### src/inc/pas_defines.svh
`ifndef PAS_DEFINES_SVH
`define PAS_DEFINES_SVH

`define PAS_ADDR_W         8
`define PAS_DATA_W         16
`define PAS_OFF_ABILITY    8'hc8
`define PAS_OFF_EXPANSION  8'hcc
`define PAS_OFF_MODE_CTRL  8'hd0
`define PAS_OFF_STATUS     8'hd4
`define PAS_BIT_T4         9
`define PAS_BIT_TXF        8
`define PAS_BIT_TXH        7
`define PAS_BIT_10F        6
`define PAS_BIT_10H        5
`define PAS_BIT_PDF        4
`define PAS_BIT_PARTNER_NEXT_PAGE_CAPABLE       3
`define PAS_BIT_NP         2
`define PAS_BIT_PR         1
`define PAS_BIT_PARTNER_NEGOTIATION_CAPABLE       0
`define PAS_BIT_LD         11
`define PAS_BIT_SPEED      9
`define PAS_BIT_DUPLEX     8
`define PAS_BIT_PAUSE      7
`define PAS_RST_LD         1'b0
`define PAS_RXERR_LIMIT    7'h40

`endif

### src/inc/pas_pkg.sv
package pas_pkg;
  // Live inputs from the negotiation engine and receive path
  typedef struct packed {
    logic       t4;
    logic       fast_full;
    logic       fast_half;
    logic       ten_full;
    logic       ten_half;
    logic [4:0] selector;
    logic       next_page;
    logic       negotiation;
  } pas_partner_t;

  typedef struct packed {
    logic speed_100;
    logic full_duplex;
    logic pause_on;
  } pas_resolved_t;

  // One-cycle event pulses, same clock domain
  typedef struct packed {
    logic neg_done;
    logic remote_fault;
    logic link_fail;
    logic code_word_ack;
    logic par_fault;
    logic page_rx;
    logic rx_err_pkt;
  } pas_event_t;
endpackage : pas_pkg

### src/hw/pas_regs.sv
// Summary of operation
// - Ability bit 9: partner T4 capability
// - Ability bits 8,7: partner TX full/half
// - Ability bits 6,5: partner 10T full/half
// - Ability bits 4..0: partner selector field
// - Latched bits hold until register read
// - Expansion bit 4 latched parallel fault
// - Expansion bit 3: partner next page
// - Expansion bit 2 always reads zero
// - Expansion bit 1: new page pending
// - Expansion bit 0: partner negotiation capable
// - Mode bit 11 long-cable squelch, rw
// - Status bit 9 resolved speed
// - Status bit 8 resolved duplex
// - Status bit 7 pause enabled
// - Status bit 6 negotiation done event
// - Status bit 5 remote fault event
// - Status bit 4 link fail event
// - Status bit 3 code word ack event
// - Status bit 2 parallel fault event
// - Status bit 1 page received event
// - Status bit 0 at 64 receive errors
`timescale 1ns/1ps
`include "pas_defines.svh"

module pas_regs
  import pas_pkg::*;
(
  input  wire logic                   sys_clk,           // 40 MHz clock
  input  wire logic                   rst_n,             // Sync reset
  input  wire logic [`PAS_ADDR_W-1:0] reg_addr,          // Byte address
  input  wire logic [`PAS_DATA_W-1:0] reg_wdata,         // Write data
  input  wire logic                   reg_wr,            // Write strobe
  input  wire logic                   reg_rd,            // Read strobe
  output logic      [`PAS_DATA_W-1:0] reg_rdata,         // Read data
  input  wire pas_partner_t           partner,           // Partner word
  input  wire pas_resolved_t          resolved,          // Resolution
  input  wire pas_event_t             events,            // Event pulses
  output logic                        long_cable_squelch // Squelch sel
);

  logic                   mode_ld_reg;
  logic                   pdf_reg;
  logic                   new_page_flag_reg;
  logic [6:0]             ev_reg;
  logic [6:0]             ev_next;
  logic [6:0]             ev_in;
  logic [6:0]             rxerr_cnt_reg;
  logic                   rxerr_full;
  logic                   rd_exp;
  logic                   rd_stat;
  logic [`PAS_DATA_W-1:0] rdata_next;

  assign rd_exp  = reg_rd && (reg_addr == `PAS_OFF_EXPANSION);
  assign rd_stat = reg_rd && (reg_addr == `PAS_OFF_STATUS);

  always_ff @(posedge sys_clk) begin
    if (!rst_n)
      mode_ld_reg <= `PAS_RST_LD;
    else if (reg_wr && reg_addr == `PAS_OFF_MODE_CTRL)
      mode_ld_reg <= reg_wdata[`PAS_BIT_LD];
  end
  assign long_cable_squelch = mode_ld_reg;

  // Receive error counting, saturates at limit
  always_ff @(posedge sys_clk) begin
    if (!rst_n)
      rxerr_cnt_reg <= 7'h00;
    else if (events.rx_err_pkt && rxerr_cnt_reg != `PAS_RXERR_LIMIT)
      rxerr_cnt_reg <= rxerr_cnt_reg + 7'h01;
  end
  assign rxerr_full = events.rx_err_pkt &&
                      (rxerr_cnt_reg == `PAS_RXERR_LIMIT - 7'h01);

  // Expansion latched flags, set wins over read
  always_ff @(posedge sys_clk) begin
    if (!rst_n) begin
      pdf_reg           <= 1'b0;
      new_page_flag_reg <= 1'b0;
    end else begin
      pdf_reg           <= events.par_fault | (pdf_reg & ~rd_exp);
      new_page_flag_reg <= events.page_rx |
                           (new_page_flag_reg & ~rd_exp);
    end
  end

  assign ev_in = {events.neg_done, events.remote_fault, events.link_fail,
                  events.code_word_ack, events.par_fault, events.page_rx,
                  rxerr_full};

  // Set beats clear in same cycle
  always_comb begin
    ev_next = ev_in | (ev_reg & {7{~rd_stat}});
  end

  always_ff @(posedge sys_clk) begin
    if (!rst_n)
      ev_reg <= 7'h00;
    else
      ev_reg <= ev_next;
  end

  always_comb begin
    rdata_next = 16'h0000;
    unique case (reg_addr)
      `PAS_OFF_ABILITY: begin
        rdata_next[`PAS_BIT_T4]  = partner.t4;
        rdata_next[`PAS_BIT_TXF] = partner.fast_full;
        rdata_next[`PAS_BIT_TXH] = partner.fast_half;
        rdata_next[`PAS_BIT_10F] = partner.ten_full;
        rdata_next[`PAS_BIT_10H] = partner.ten_half;
        rdata_next[4:0]          = partner.selector;
      end
      `PAS_OFF_EXPANSION: begin
        rdata_next[`PAS_BIT_PDF]  = pdf_reg;
        rdata_next[`PAS_BIT_PARTNER_NEXT_PAGE_CAPABLE] = partner.next_page;
        rdata_next[`PAS_BIT_NP]   = 1'b0;
        rdata_next[`PAS_BIT_PR]   = new_page_flag_reg;
        rdata_next[`PAS_BIT_PARTNER_NEGOTIATION_CAPABLE] = partner.negotiation;
      end
      `PAS_OFF_MODE_CTRL: begin
        rdata_next[`PAS_BIT_LD] = mode_ld_reg;
      end
      `PAS_OFF_STATUS: begin
        rdata_next[`PAS_BIT_SPEED]  = resolved.speed_100;
        rdata_next[`PAS_BIT_DUPLEX] = resolved.full_duplex;
        rdata_next[`PAS_BIT_PAUSE]  = resolved.pause_on;
        rdata_next[6:0]             = ev_reg;
      end
      default: rdata_next = 16'h0000;
    endcase
  end

  // Data held only for the cycle after the read
  always_ff @(posedge sys_clk) begin
    if (!rst_n)
      reg_rdata <= 16'h0000;
    else if (reg_rd)
      reg_rdata <= rdata_next;
    else
      reg_rdata <= 16'h0000;
  end

  property p_ev_hold;
    @(posedge sys_clk) disable iff (!rst_n)
      (ev_reg[5] && !rd_stat) |=> ev_reg[5];
  endproperty
  a_ev_hold: assert property (p_ev_hold)
    else $error("Latched event lost without read");

  property p_set_wins;
    @(posedge sys_clk) disable iff (!rst_n)
      (rd_stat && events.neg_done) |=> ev_reg[6];
  endproperty
  a_set_wins: assert property (p_set_wins)
    else $error("Event lost during status read");

  property p_clear;
    @(posedge sys_clk) disable iff (!rst_n)
      (rd_stat && ev_in == 7'h00) |=> ev_reg == 7'h00;
  endproperty
  a_clear: assert property (p_clear)
    else $error("Status not cleared by read");

  property p_link;
    @(posedge sys_clk) disable iff (!rst_n)
      events.link_fail |=> ev_reg[4];
  endproperty
  a_link: assert property (p_link)
    else $error("Link fail not latched");

  property p_pdf;
    @(posedge sys_clk) disable iff (!rst_n)
      events.par_fault |=> (pdf_reg && ev_reg[2]);
  endproperty
  a_pdf: assert property (p_pdf)
    else $error("Parallel fault not latched");

  property p_page;
    @(posedge sys_clk) disable iff (!rst_n)
      events.page_rx |=> (new_page_flag_reg && ev_reg[1]);
  endproperty
  a_page: assert property (p_page)
    else $error("Page flag not set");

  property p_np;
    @(posedge sys_clk) disable iff (!rst_n)
      (reg_rd && reg_addr == `PAS_OFF_EXPANSION) |=> !reg_rdata[2];
  endproperty
  a_np: assert property (p_np)
    else $error("Local next page read nonzero");

  property p_ld;
    @(posedge sys_clk) disable iff (!rst_n)
      (reg_wr && reg_addr == `PAS_OFF_MODE_CTRL)
        |=> long_cable_squelch == $past(reg_wdata[11]);
  endproperty
  a_ld: assert property (p_ld)
    else $error("Squelch bit not written");

  property p_rxerr;
    @(posedge sys_clk) disable iff (!rst_n)
      (rxerr_cnt_reg < 7'h3f) |=> !($rose(ev_reg[0]));
  endproperty
  a_rxerr: assert property (p_rxerr)
    else $error("Error flag set below limit");

  property p_speed;
    @(posedge sys_clk) disable iff (!rst_n)
      (reg_rd && reg_addr == `PAS_OFF_STATUS)
        |=> reg_rdata[9] == $past(resolved.speed_100);
  endproperty
  a_speed: assert property (p_speed)
    else $error("Speed bit mismatch");

endmodule : pas_regs

### config.mk
export PLATFORM = sky130hd
export DESIGN_NAME = pas_regs
export DESIGN_NICKNAME = d
export VERILOG_FILES = /design/src/inc/pas_pkg.sv /design/src/hw/pas_regs.sv
export VERILOG_INCLUDE_DIRS = /design/src /design/src/inc
export SDC_FILE = /design/constraint.sdc
export NUM_CORES = 1
export LEC_CHECK = 0
export BUFFER_PORTS_ARGS = -buffer_cell sky130_fd_sc_hd__buf_2
export CAP_MARGIN = 20
export CELL_PAD_IN_SITES_DETAIL_PLACEMENT = 0
export CELL_PAD_IN_SITES_GLOBAL_PLACEMENT = 1
export CORE_MARGIN = 3
export CORE_UTILIZATION = 28
export DETAILED_ROUTE_END_ITERATION = 12
export PLACE_DENSITY = 0.81
export SYNTH_ARGS = -nofsm -noshare
export SYNTH_HDL_FRONTEND = slang
export SYNTH_SLANG_ARGS = --single-unit
### constraint.sdc
create_clock -name sys_clk -period 1.1 [get_ports sys_clk]
set_input_delay 0.22 -clock sys_clk [delete_from_list [all_inputs] [get_ports sys_clk]]
set_output_delay 0.22 -clock sys_clk [all_outputs]
set_load 0.02 [all_outputs]
==> Word-level counts from Yosys, hierarchy flattened <==
Cells that the tools add are included.
{ "word_totals": {"ff_bits": 33, "out_inout_bits": 17, "wordCells": 32} }
{ "classes": {"reduce_logical": 7, "add_sub_neg": 1, "mux": 2, "n_bitwise": 8, "eq_ne": 6} }
{ "op_table": {"columns": ["op", "n"], "rows": [
  ["8-bit equality test, second input constant", 4],
  ["5-bit one-hot mux with 3 select lines", 1],
  ["5-bit one-hot mux with 2 select lines", 1],
  ["7-bit by 1-bit adder with 7-bit output, second input constant", 1],
  ["7-bit bitwise AND", 1],
  ["7-bit by 6-bit equality test with 1-bit output, second input constant", 1],
  ["7-bit inequality test, second input constant", 1],
  ["7-bit OR", 1],
  ["1-bit logical AND", 5],
  ["3-bit AND reduction", 1],
  ["1-bit bitwise AND", 2],
  ["1-bit NOT", 2],
  ["1-bit OR", 2],
  ["2-bit AND reduction", 1]
]} }

==> Depth between registers and ports, before layout <==
Gate-level depths: netlist of run 1.
{ "logic_depth": {"depth_word": 5, "depth_mapped": 5, "depth_no_buf": 5} }

==> Least setup slack after synthesis of run 1 <==
No wires, ideal clock.
{ "synth_path": {"path_kind": "register -> register", "startpoint": "register rxerr_cnt_reg[0]", "endpoint": "register rxerr_cnt_reg[0]", "arrival_time_ns": 1.121, "path_buffers": 0, "setup_time_ns": 0.072, "synth_period_minus_slack_ns": 1.193, "path_slack_ns": -0.093, "path_stages_with_launch": 6, "required_ns": 1.028, "cell_sequence": "dfxtp_1 -> inv_1 -> ha_1 -> nor2b_1 -> a21boi_1 -> mux2i_1"} }
{ "synth_via": {"elab_chain_len": 2, "word_cells_on_any_way": 3, "cone_classes": "add/sub (1); eq/ne (1); reduce/logical (1)"} }
{ "synth_lines": {"columns": ["item", "line_no", "rtl"], "rows": [
  ["from (decl)", "pas_regs.sv:48", "logic [6:0] rxerr_cnt_reg;"],
  ["from (signal assigned)", "pas_regs.sv:70", "rxerr_cnt_reg <= rxerr_cnt_reg + 7'h01;"],
  ["parallel branches: the longest is 2 deep, another holds 7-bit by 1-bit adder with 7-bit output", null, null]
]} }
Several ways; the timed one is not identified.
A chain may end at the register's enable or synchronous reset.

==> Worst setup path in the final report of run 1 <==
{ "layout_path": {"startpoint": "register rxerr_cnt_reg[0]", "endpoint": "register ev_reg[0]"} }
{ "layout_via": {"elab_chain_len": 3} }
{ "layout_lines": {"columns": ["item", "line_no", "rtl"], "rows": [
  ["7-bit by 6-bit equality test with 1-bit output", "pas_regs.sv:73", "(rxerr_cnt_reg == `PAS_RXERR_LIMIT - 7'h01);"],
  ["1-bit logical AND", "pas_regs.sv:72", "assign rxerr_full = events.rx_err_pkt &&"],
  ["7-bit OR", "pas_regs.sv:93", "ev_next = ev_in | (ev_reg & {7{~rd_stat}});"],
  ["to (signal assigned)", "pas_regs.sv:100", "ev_reg <= ev_next;"],
  ["to (decl)", "pas_regs.sv:45", "logic [6:0] ev_reg;"]
]} }
Every way passes these cells.

==> results.json, run 1 <==
{
  "dr.pass1.iters": 4,
  "synth_top_family_by_area": "simple AND/OR/NAND/NOR gates",
  "synth_cell_types": 32,
  "drive_gt1_frac": 0.427,
  "yosysWarnings": 0,
  "die_area_mm2": 0.00558,
  "gp_congestion": 0.834,
  "synth-edff-count": 0,
  "synthSimpleGateAreaFrac": 0.283,
  "holdCritPathClass": "input port to register",
  "antenna_found_initial": 0,
  "fin_ws_ns": -0.0627,
  "drtIter0Drc": 32,
  "min_period_ns": 1.16,
  "maxCapViolCount": 0,
  "start_util": 0.297,
  "drv_slew": 0,
  "io_buffers": 46,
  "crit_chain": "ha_4 -> nand3_4 -> or4_1 -> o21ai_1",
  "ys_seq_area_frac": 0.424,
  "io_pins": 67,
  "crit_required_ns": 1.31,
  "clkSinkCount": 28,
  "worst-setup-path-type": "register to register",
  "grt_pass1_wl_mm": 5.53,
  "crit_buf_inv": 0,
  "postRouteAntennaNets": 0,
  "htreeDepth": 1,
  "ys_ff_latch": 28,
  "synth_xor_area_frac": 0.0133,
  "synthFlopType": "dfxtp_1",
  "fin_crit_sh": 1.06,
  "synthMuxAreaShare": 0.0568,
  "fin_area_mm2": 0.00186,
  "end_kind": "register",
  "drc": 0,
  "cpPeakStageDelay_ns": 0.40,
  "routed_wl_mm": 3.27,
  "dp_hpwl_mm": 2.55,
  "fp.dieH_um": 74.7,
  "cts-buffers-inserted": 3,
  "dpl_cell_area_mm2": 0.00175,
  "synth_adder_area_share": 0.0189,
  "grt_max_degree": 16,
  "routed-via-count": 1312,
  "grt_pass1_vias": 1232,
  "violations": "setup timing",
  "clkTransAtPathRegs_ns": 0.09,
  "setup_viol": 5,
  "hold_viol_final": 0,
  "critPathTopFamily": "simple AND/OR/NAND/NOR gates",
  "viasPerCell": 4.82,
  "syn_inst": 156,
  "vdd_drop_max_uv": 586,
  "core_mm2": 0.00444,
  "fmaxAchievable_mhz": 860,
  "clock_latency_ns": 0.27,
  "clock-skew-final_ns": 0.00210,
  "diodes": 0,
  "grt.overflow.total": 0,
  "syn_area_per_cell_um2": 8.47,
  "netlist_area_mm2": 0.00132,
  "area_growth_pct": 40.5,
  "rsz0062_at_grt": "true",
  "power_density_mw_per_mm2": 1040,
  "cts.path.max_buffers": 2,
  "worst_setup_path_start_kind": "register",
  "synth_compound_area_frac": 0.119,
  "power.leakage_nw": 0.813,
  "wire_per_inst_um": 12.0,
  "num_rows": 24,
  "final_common_cell": "buf_2",
  "ys_async_sr_fraction": 0,
  "largest_reg_flops": 11,
  "grt_use_total": 0.127,
  "arrival_ns": 1.37,
  "critPathSlowestCell": "or4_1",
  "power.total_mw": 1.94,
  "mostFrequentLayoutCells": "buf_2, buf_4, dfxtp_1, nand2_1, nand4_1",
  "cts_tree": "yes",
  "cp_max_fo": 3,
  "cts-root-buf": "clkbuf_8",
  "fin_nets": 273,
  "die-width_um": 74.7,
  "status": "complete, but fails checks"
}
## routing by layer
layer,track usage,wire [um],up-vias
met5,0,0,-
met4,0.0178,13,0
met3,0.0360,202,2
met1,0.178,1500,593
met2,0.200,1550,39
li1,-,-,678
## worst min-delay path, cell delays in order
cell	delay, ns
buf_2	0.08
nand2_1	0.04
o21ai_0	0.05
## per-stage QoR
| stage | hold slack, ns | setup TNS, ns | setup slack (ns) | std cells | util |
|---|---|---|---|---|---|
| 4_1_cts | 0.142 | -0.167 | -0.0623 | 272 | 0.409 |
| 6_report | 0.145 | -0.169 | -0.0627 | 272 | 0.418 |
| 3_5_place_dp | 0.432 | -1.35 | -0.121 | 267 | 0.395 |
| 2_1_floorplan | 0.329 | 0 | 0.00220 | 160 | - |
| 3_3_place_gp | 0.419 | -1.17 | -0.108 | 267 | 0.395 |
| 5_1_grt | 0.166 | -0.469 | -0.135 | 272 | 0.418 |
## power by group
| group | internal (mW) | leakage [nW] | switching, mW |
|---|---|---|---|
| Clock | 0.260 | 0.0228 | 0.311 |
| Sequential | 1.05 | 0.231 | 0.0238 |
| Combinational | 0.152 | 0.559 | 0.144 |
| Total | 1.46 | 0.813 | 0.479 |
## cell type report
class | count | area (um^2)
clock buffer | 4 | 45.0
fill | 463 | 2590
inverter | 3 | 13.8
multi-input combinational | 114 | 744
sequential | 28 | 571
tap | 52 | 65.1
timing repair buffer | 71 | 418
## final timing paths
kind / slack, ns / to / start / cells after the start
max: -0.06 / ev_reg[0]$_SDFF_PN0_ / rxerr_cnt_reg[0]$_SDFFE_PN0P_ / 4
min: 0.14 / ev_reg[4]$_SDFF_PN0_ / events[4] / 3
max reg2reg: -0.06 / ev_reg[0]$_SDFF_PN0_ / rxerr_cnt_reg[0]$_SDFFE_PN0P_ / 4
min reg2reg: 0.47 / ev_reg[2]$_SDFF_PN0_ / ev_reg[2]$_SDFF_PN0_ / 2
## timing repair
item,CTS,global route
hold buffers,0,0
buffers inserted,1,0
resized for setup,4,8
endpoints found under the hold margin,0,0
pin swaps,2,2
setup endpoints to repair,6,6
## cells by family (layout without fill, tap and decap cells)
family | Yosys count | in the layout
simple gates | 69 | 69
compound gates | 29 | 29
other cells | 1 | 5
mux | 7 | 7
fa+ha+maj | 2 | 2
flops | 28 | 28
xor+xnor | 2 | 2
buf+inv | 18 | 78
## cell usage after synthesis, types with 3 or more instances
cell type / n / area share
dfxtp_1: 28 / 0.42
nand2_1: 23 / 0.065
a21oi_1: 13 / 0.049
nand3_1: 13 / 0.049
nand4_1: 13 / 0.062
o21ai_0: 11 / 0.042
buf_4: 7 / 0.040
nor2_1: 5 / 0.014
buf_2: 4 / 0.015
mux2_2: 4 / 0.034
inv_1: 3 / 0.0085
mux2i_1: 3 / 0.023
nor2b_1: 3 / 0.014
Power figures use the tool's default switching activity.
==> run 2: changes to the inputs <==
BUFFER_PORTS_ARGS = unset   (was -buffer_cell sky130_fd_sc_hd__buf_2)
CORE_UTILIZATION = 38   (was 28)
DONT_BUFFER_PORTS = 1   (was unset)
PLACE_DENSITY = 0.79   (was 0.81)
==> run 2 against run 1 <==
  * Via count is 9.3% lower
  * Critical endpoint unchanged
  * Setup slack worse by 0.026 ns
  * Maximum frequency is 2.2% lower
  * Global-route usage is 2.4 points higher
  * Hold slack worse by 0.14 ns
  * Critical path depth stayed put
  * Clock-buffer cell count stayed put
  * The run still ends with setup timing left
  * Combinational power is 28% lower
  * Die area is 24% lower
  * Sequential power hardly changed
  * Sequential share of layout area is 3.7 points higher
  * Register-to-register slack worse by 0.03 ns
==> results.json, run 2 (synthesis results as in run 1) <==
{
  "status": "complete, but fails checks",
  "violations": "setup timing",
  "worst_setup_path_start_kind": "register",
  "post_cts_buffers": 0,
  "die-width_um": 65.0,
  "tightest_slew_ns": 0.532,
  "fp.dieH_um": 65.0,
  "power_density_mw_per_mm2": 1080,
  "cts_tree": "yes",
  "holdCritPathClass": "input port to register",
  "arrival_ns": 1.46,
  "clock_latency_ns": 0.32,
  "postRouteAntennaNets": 0,
  "routed-via-count": 1190,
  "grt_pass1_vias": 1150,
  "crit_start": "rxerr_cnt_reg[1]$_SDFFE_PN0P_",
  "largest_reg_flops": 11,
  "crit_required_ns": 1.37,
  "rsz0062_at_grt": "true",
  "antenna_found_initial": 0,
  "end_kind": "register",
  "area_growth_pct": 25.8,
  "drive_gt1_frac": 0.257,
  "clkSinkCount": 28,
  "swShare": 0.242,
  "routed_wl_mm": 3.34,
  "grt.overflow.total": 0,
  "die_area_mm2": 0.00422,
  "switchingPower_mw": 0.435,
  "clkTransAtPathRegs_ns": 0.15,
  "min_period_ns": 1.19,
  "fmaxAchievable_mhz": 841,
  "cts.path.max_buffers": 2,
  "clkPwrFrac": 0.282,
  "fin_util": 0.523,
  "grt_pass1_wl_mm": 5.09,
  "dr.pass1.iters": 4,
  "fin_crit_sh": 1.08,
  "hold_viol_final": 0,
  "wire_per_inst_um": 15.2,
  "comb_power_share": 0.119,
  "gr-usage-met3": 0.0381,
  "hold_start": "events[4]",
  "dp_slack_ns": -0.0955,
  "io_pins": 67,
  "p_int_mw": 1.36,
  "grt_util_met2": 0.266,
  "diodes": 0,
  "setup_viol": 6,
  "htreeDepth": 1,
  "drv_slew": 0,
  "dpl_cell_area_mm2": 0.00146,
  "start_util": 0.416,
  "viasPerCell": 5.43,
  "fin_area_mm2": 0.00166,
  "power.leakage_nw": 0.616,
  "drtIter0Drc": 33,
  "cp_max_fo": 4,
  "timing.rr.start": "rxerr_cnt_reg[1]$_SDFFE_PN0P_",
  "clock-skew-final_ns": 0.00119,
  "drc": 0,
  "maxCapViolCount": 0,
  "dp_hpwl_mm": 2.40,
  "cts-buffers-inserted": 3,
  "grt.busiest_layer": "met2",
  "final.setup.tns_ns": -0.316,
  "core_mm2": 0.00318,
  "p_seq_frac": 0.600,
  "gp_congestion": 0.796,
  "max_slew_margin": 0.645,
  "vdd_drop_max_uv": 471,
  "cts-root-buf": "clkbuf_4",
  "num_rows": 20,
  "grt_max_degree": 25,
  "grt_use_total": 0.151,
  "fin_ws_ns": -0.0891,
  "mostFrequentLayoutCells": "nand2_1, dfxtp_1, buf_4, nand4_1",
  "grtUsageMet1": 0.187,
  "io_buffers": 0,
  "fin_nets": 228,
  "worst-setup-path-type": "register to register"
}
## run 2: cell types whose count changed in the layout (fill, tap and decap cells not counted), moves of 2 or more
cell	change
buf_2	-46
dlygate4sd3_1	+9
buf_4	-10
clkbuf_8	-2
buf_6	+2
clkbuf_4	+3
## run 2: layout make-up
cell class,count,area (um^2)
Timing Repair Buffer,26,225
Fill cell,312,1520
Inverter,3,16.3
Sequential cell,28,572
Clock buffer,4,36.3
Multi-Input combinational cell,114,757
Tap cell,44,55.1
## run 2: final timing paths
path                                to  slack (ns)  cells after the start
setup / recovery  ev_reg[0]$_SDFF_PN0_       -0.09                      4
hold / removal    ev_reg[4]$_SDFF_PN0_       0.007                      2
setup reg to reg  ev_reg[0]$_SDFF_PN0_       -0.09                      4
hold reg to reg   ev_reg[2]$_SDFF_PN0_        0.47                      2
## run 2: repair_timing
item,CTS,global route
setup endpoints to repair,6,8
gates resized for setup,7,12
hold buffers,5,4
pin swaps,3,6
endpoints found under the hold margin,4,4
## run 2: critical path, stage by stage, from the launching register on
cell	delay (ns)
dfxtp_4	0.42
ha_4	0.16
nand3_4	0.08
or4_4	0.42
o21ai_2	0.06
## run 2: per-layer routing
metal	vias up	share of wire
li1	589	-
met1	570	0.45
met2	29	0.51
met3	2	0.044
met4	0	0.0030
met5	-	0
## run 2: power groups by stage
stage,Sequential (mW),Clock [mW],Combinational [mW]
after floorplan,1.09,0,0.157
after global placement,1.09,0,0.165
after detailed placement,1.10,0,0.170
after CTS,1.07,0.520,0.188
after global routing,1.08,0.569,0.241
final,1.08,0.506,0.213
## run 2: stage by stage
step                total power [mW]  instances  hold slack [ns]
finish                          1.80        219          0.00657
global route                    1.89        219         0.000317
CTS                             1.78        215          0.00321
detailed placement              1.27        206            0.340
global placement                1.26        206            0.334
floorplan                       1.25        160            0.329
==> run 3: changes to the inputs <==
HOLD_SLACK_MARGIN = 0.12   (was unset)
PLACE_DENSITY = 0.7   (was 0.79)
==> run 3 against run 2 <==
  * The run ends with hold timing, setup timing left
  * Sequential share of layout area decreased by 2.3 points
  * Die area unchanged
  * Clock skew rose by 0.0029 ns
  * Critical endpoint is now rxerr_cnt_reg[6]$_SDFFE_PN0P_
  * Largest power group unchanged
==> results.json, run 3 (synthesis results as in run 1) <==
{
  "status": "complete, but fails checks",
  "violations": "hold timing, setup timing",
  "fin_util": 0.563,
  "fmaxAchievable_mhz": 837,
  "grt_use_total": 0.166,
  "gp_congestion": 0.783,
  "min_period_ns": 1.20,
  "min_to": "ev_reg[1]$_SDFF_PN0_",
  "crit_chain": "ha_4 -> nand3_4 -> or3_1 -> a21oi_2",
  "max_slew_margin": 0.657,
  "clock-skew-final_ns": 0.00411,
  "drtIter0Drc": 117,
  "clkSinkCount": 28,
  "fp.dieH_um": 65.0,
  "critPathSlowestCell": "dfxtp_4",
  "rsz0062_at_grt": "true",
  "power.leakage_nw": 0.674,
  "postRouteAntennaNets": 0,
  "hold_start": "rst_n",
  "die-width_um": 65.0,
  "drc": 0,
  "timing.rr.start": "rxerr_cnt_reg[1]$_SDFFE_PN0P_",
  "clock_latency_ns": 0.33,
  "crit_required_ns": 1.38,
  "grt_pass1_wl_mm": 5.56,
  "power_density_mw_per_mm2": 1080,
  "start_util": 0.416,
  "core_mm2": 0.00318,
  "cts-root-buf": "clkbuf_4",
  "arrival_ns": 1.47,
  "area_growth_pct": 35.3,
  "cpPeakStageDelay_ns": 0.41,
  "largest_reg_flops": 11,
  "vdd_drop_max_uv": 514,
  "r2r_slack_ns": -0.1,
  "cts.path.max_buffers": 2,
  "rr_endpoint": "rxerr_cnt_reg[6]$_SDFFE_PN0P_",
  "drv_slew": 0,
  "nFillCells": 309,
  "diodes": 0,
  "cts_tree": "yes",
  "grt_max_degree": 26,
  "viasPerCell": 5.28,
  "end_kind": "register",
  "mostFrequentLayoutCells": "nand2_1, dfxtp_1, dlygate4sd3_1, buf_4, nand4_1",
  "fin_ws_ns": -0.0952,
  "grt_pass1_vias": 1257,
  "setup_viol": 5,
  "num_rows": 20,
  "dr.pass1.iters": 4,
  "routed-via-count": 1230,
  "worst-setup-path-type": "register to register",
  "min_path_cells": 2,
  "cp_max_fo": 4,
  "cts-buffers-inserted": 3,
  "drive_gt1_frac": 0.233,
  "fin_hold_ws_ns": -0.00568,
  "fin_crit_sh": 1.09,
  "die_area_mm2": 0.00422,
  "antenna_found_initial": 0,
  "hold_viol_final": 3,
  "io_buffers": 0,
  "routed_wl_mm": 3.46,
  "worst_setup_path_start_kind": "register",
  "io_pins": 67,
  "htreeDepth": 1,
  "clkTransAtPathRegs_ns": 0.16,
  "holdCritPathClass": "input port to register",
  "grt.overflow.total": 0,
  "maxCapViolCount": 0,
  "ff2ff_path_depth": 4,
  "tightest_slew_ns": 0.514,
  "dp_hpwl_mm": 2.31,
  "fin_nets": 242,
  "wire_per_inst_um": 14.8
}
==> run 3: changes by cell type in the layout (fill, tap and decap cells not counted), moves of 2 or more <==
cell	before	now
inv_2	0	2
dlygate4sd3_1	9	21
buf_4	15	18
inv_4	2	0
==> run 3: final cells by class <==
| class | count | area [um^2] | share of cell area |
|---|---|---|---|
| multi-input cells | 114 | 743 | 0.416 |
| repair buffers | 40 | 357 | 0.199 |
| well taps | 44 | 55.1 | 0.0308 |
| clock buffers | 4 | 47.5 | 0.0266 |
| flip-flops and latches | 28 | 574 | 0.321 |
| inverters | 3 | 11.3 | 0.00630 |
==> run 3: what timing repair did <==
action                                 in CTS  in global routing
cloned                                      0                  0
hold buffers                               20                  1
endpoints found under the hold margin      23                 19
gates resized for setup                     7                  7
buffers inserted                            4                  0
pin swaps                                   5                  3
setup endpoints to repair                   6                  7
==> run 3: layer usage <==
layer / routed length [um] / vias up / global-route usage
met1: 1540 / 573 / 0.189
met2: 1690 / 38 / 0.298
li1: - / 617 / -
met4: 18 / 0 / 0.0607
met3: 219 / 2 / 0.0381
met5: 0 / - / 0
==> run 3: worst max path at each step <==
stage                                  start                            end  slack (ns)  cells past startpoint
2_1_floorplan  rxerr_cnt_reg[0]$_SDFFE_PN0P_  rxerr_cnt_reg[1]$_SDFFE_PN0P_       0.002                      5
3_3_place_gp   rxerr_cnt_reg[0]$_SDFFE_PN0P_  rxerr_cnt_reg[0]$_SDFFE_PN0P_       -0.04                      5
3_5_place_dp   rxerr_cnt_reg[1]$_SDFFE_PN0P_  rxerr_cnt_reg[1]$_SDFFE_PN0P_       -0.08                      5
4_1_cts        rxerr_cnt_reg[1]$_SDFFE_PN0P_  rxerr_cnt_reg[1]$_SDFFE_PN0P_       -0.09                      5
5_1_grt        rxerr_cnt_reg[0]$_SDFFE_PN0P_           ev_reg[0]$_SDFF_PN0_       -0.13                      4
6_report       rxerr_cnt_reg[1]$_SDFFE_PN0P_  rxerr_cnt_reg[6]$_SDFFE_PN0P_        -0.1                      4
==> run 3: per-stage QoR <==
stage	std cells	setup WS (ns)	power [mW]	TNS (ns)	cell area, um^2
2_1_floorplan	160	0.00220	1.25	0	1380
3_3_place_gp	204	-0.0422	1.26	-0.145	1450
3_5_place_dp	204	-0.0770	1.27	-0.339	1450
4_1_cts	232	-0.0865	1.93	-0.320	1750
5_1_grt	233	-0.132	2.01	-0.570	1790
6_report	233	-0.0952	1.93	-0.295	1790
==> run 3: critical path: cells and delay by family, from the launching register on <==
family,cells,cell delay [ns]
AO/OA/AOI/OAI,1,0.14
flip-flops,1,0.41
adder cells (fa/ha/maj),1,0.15
AND/OR/NAND/NOR,2,0.45
==> run 3: where the power goes <==
| group | internal [mW] | total (mW) | switching (mW) | leakage, nW |
|---|---|---|---|---|
| sequential | 1.05 | 1.07 | 0.0271 | 0.232 |
| combinational | 0.147 | 0.260 | 0.113 | 0.416 |
| clock | 0.278 | 0.601 | 0.323 | 0.0261 |
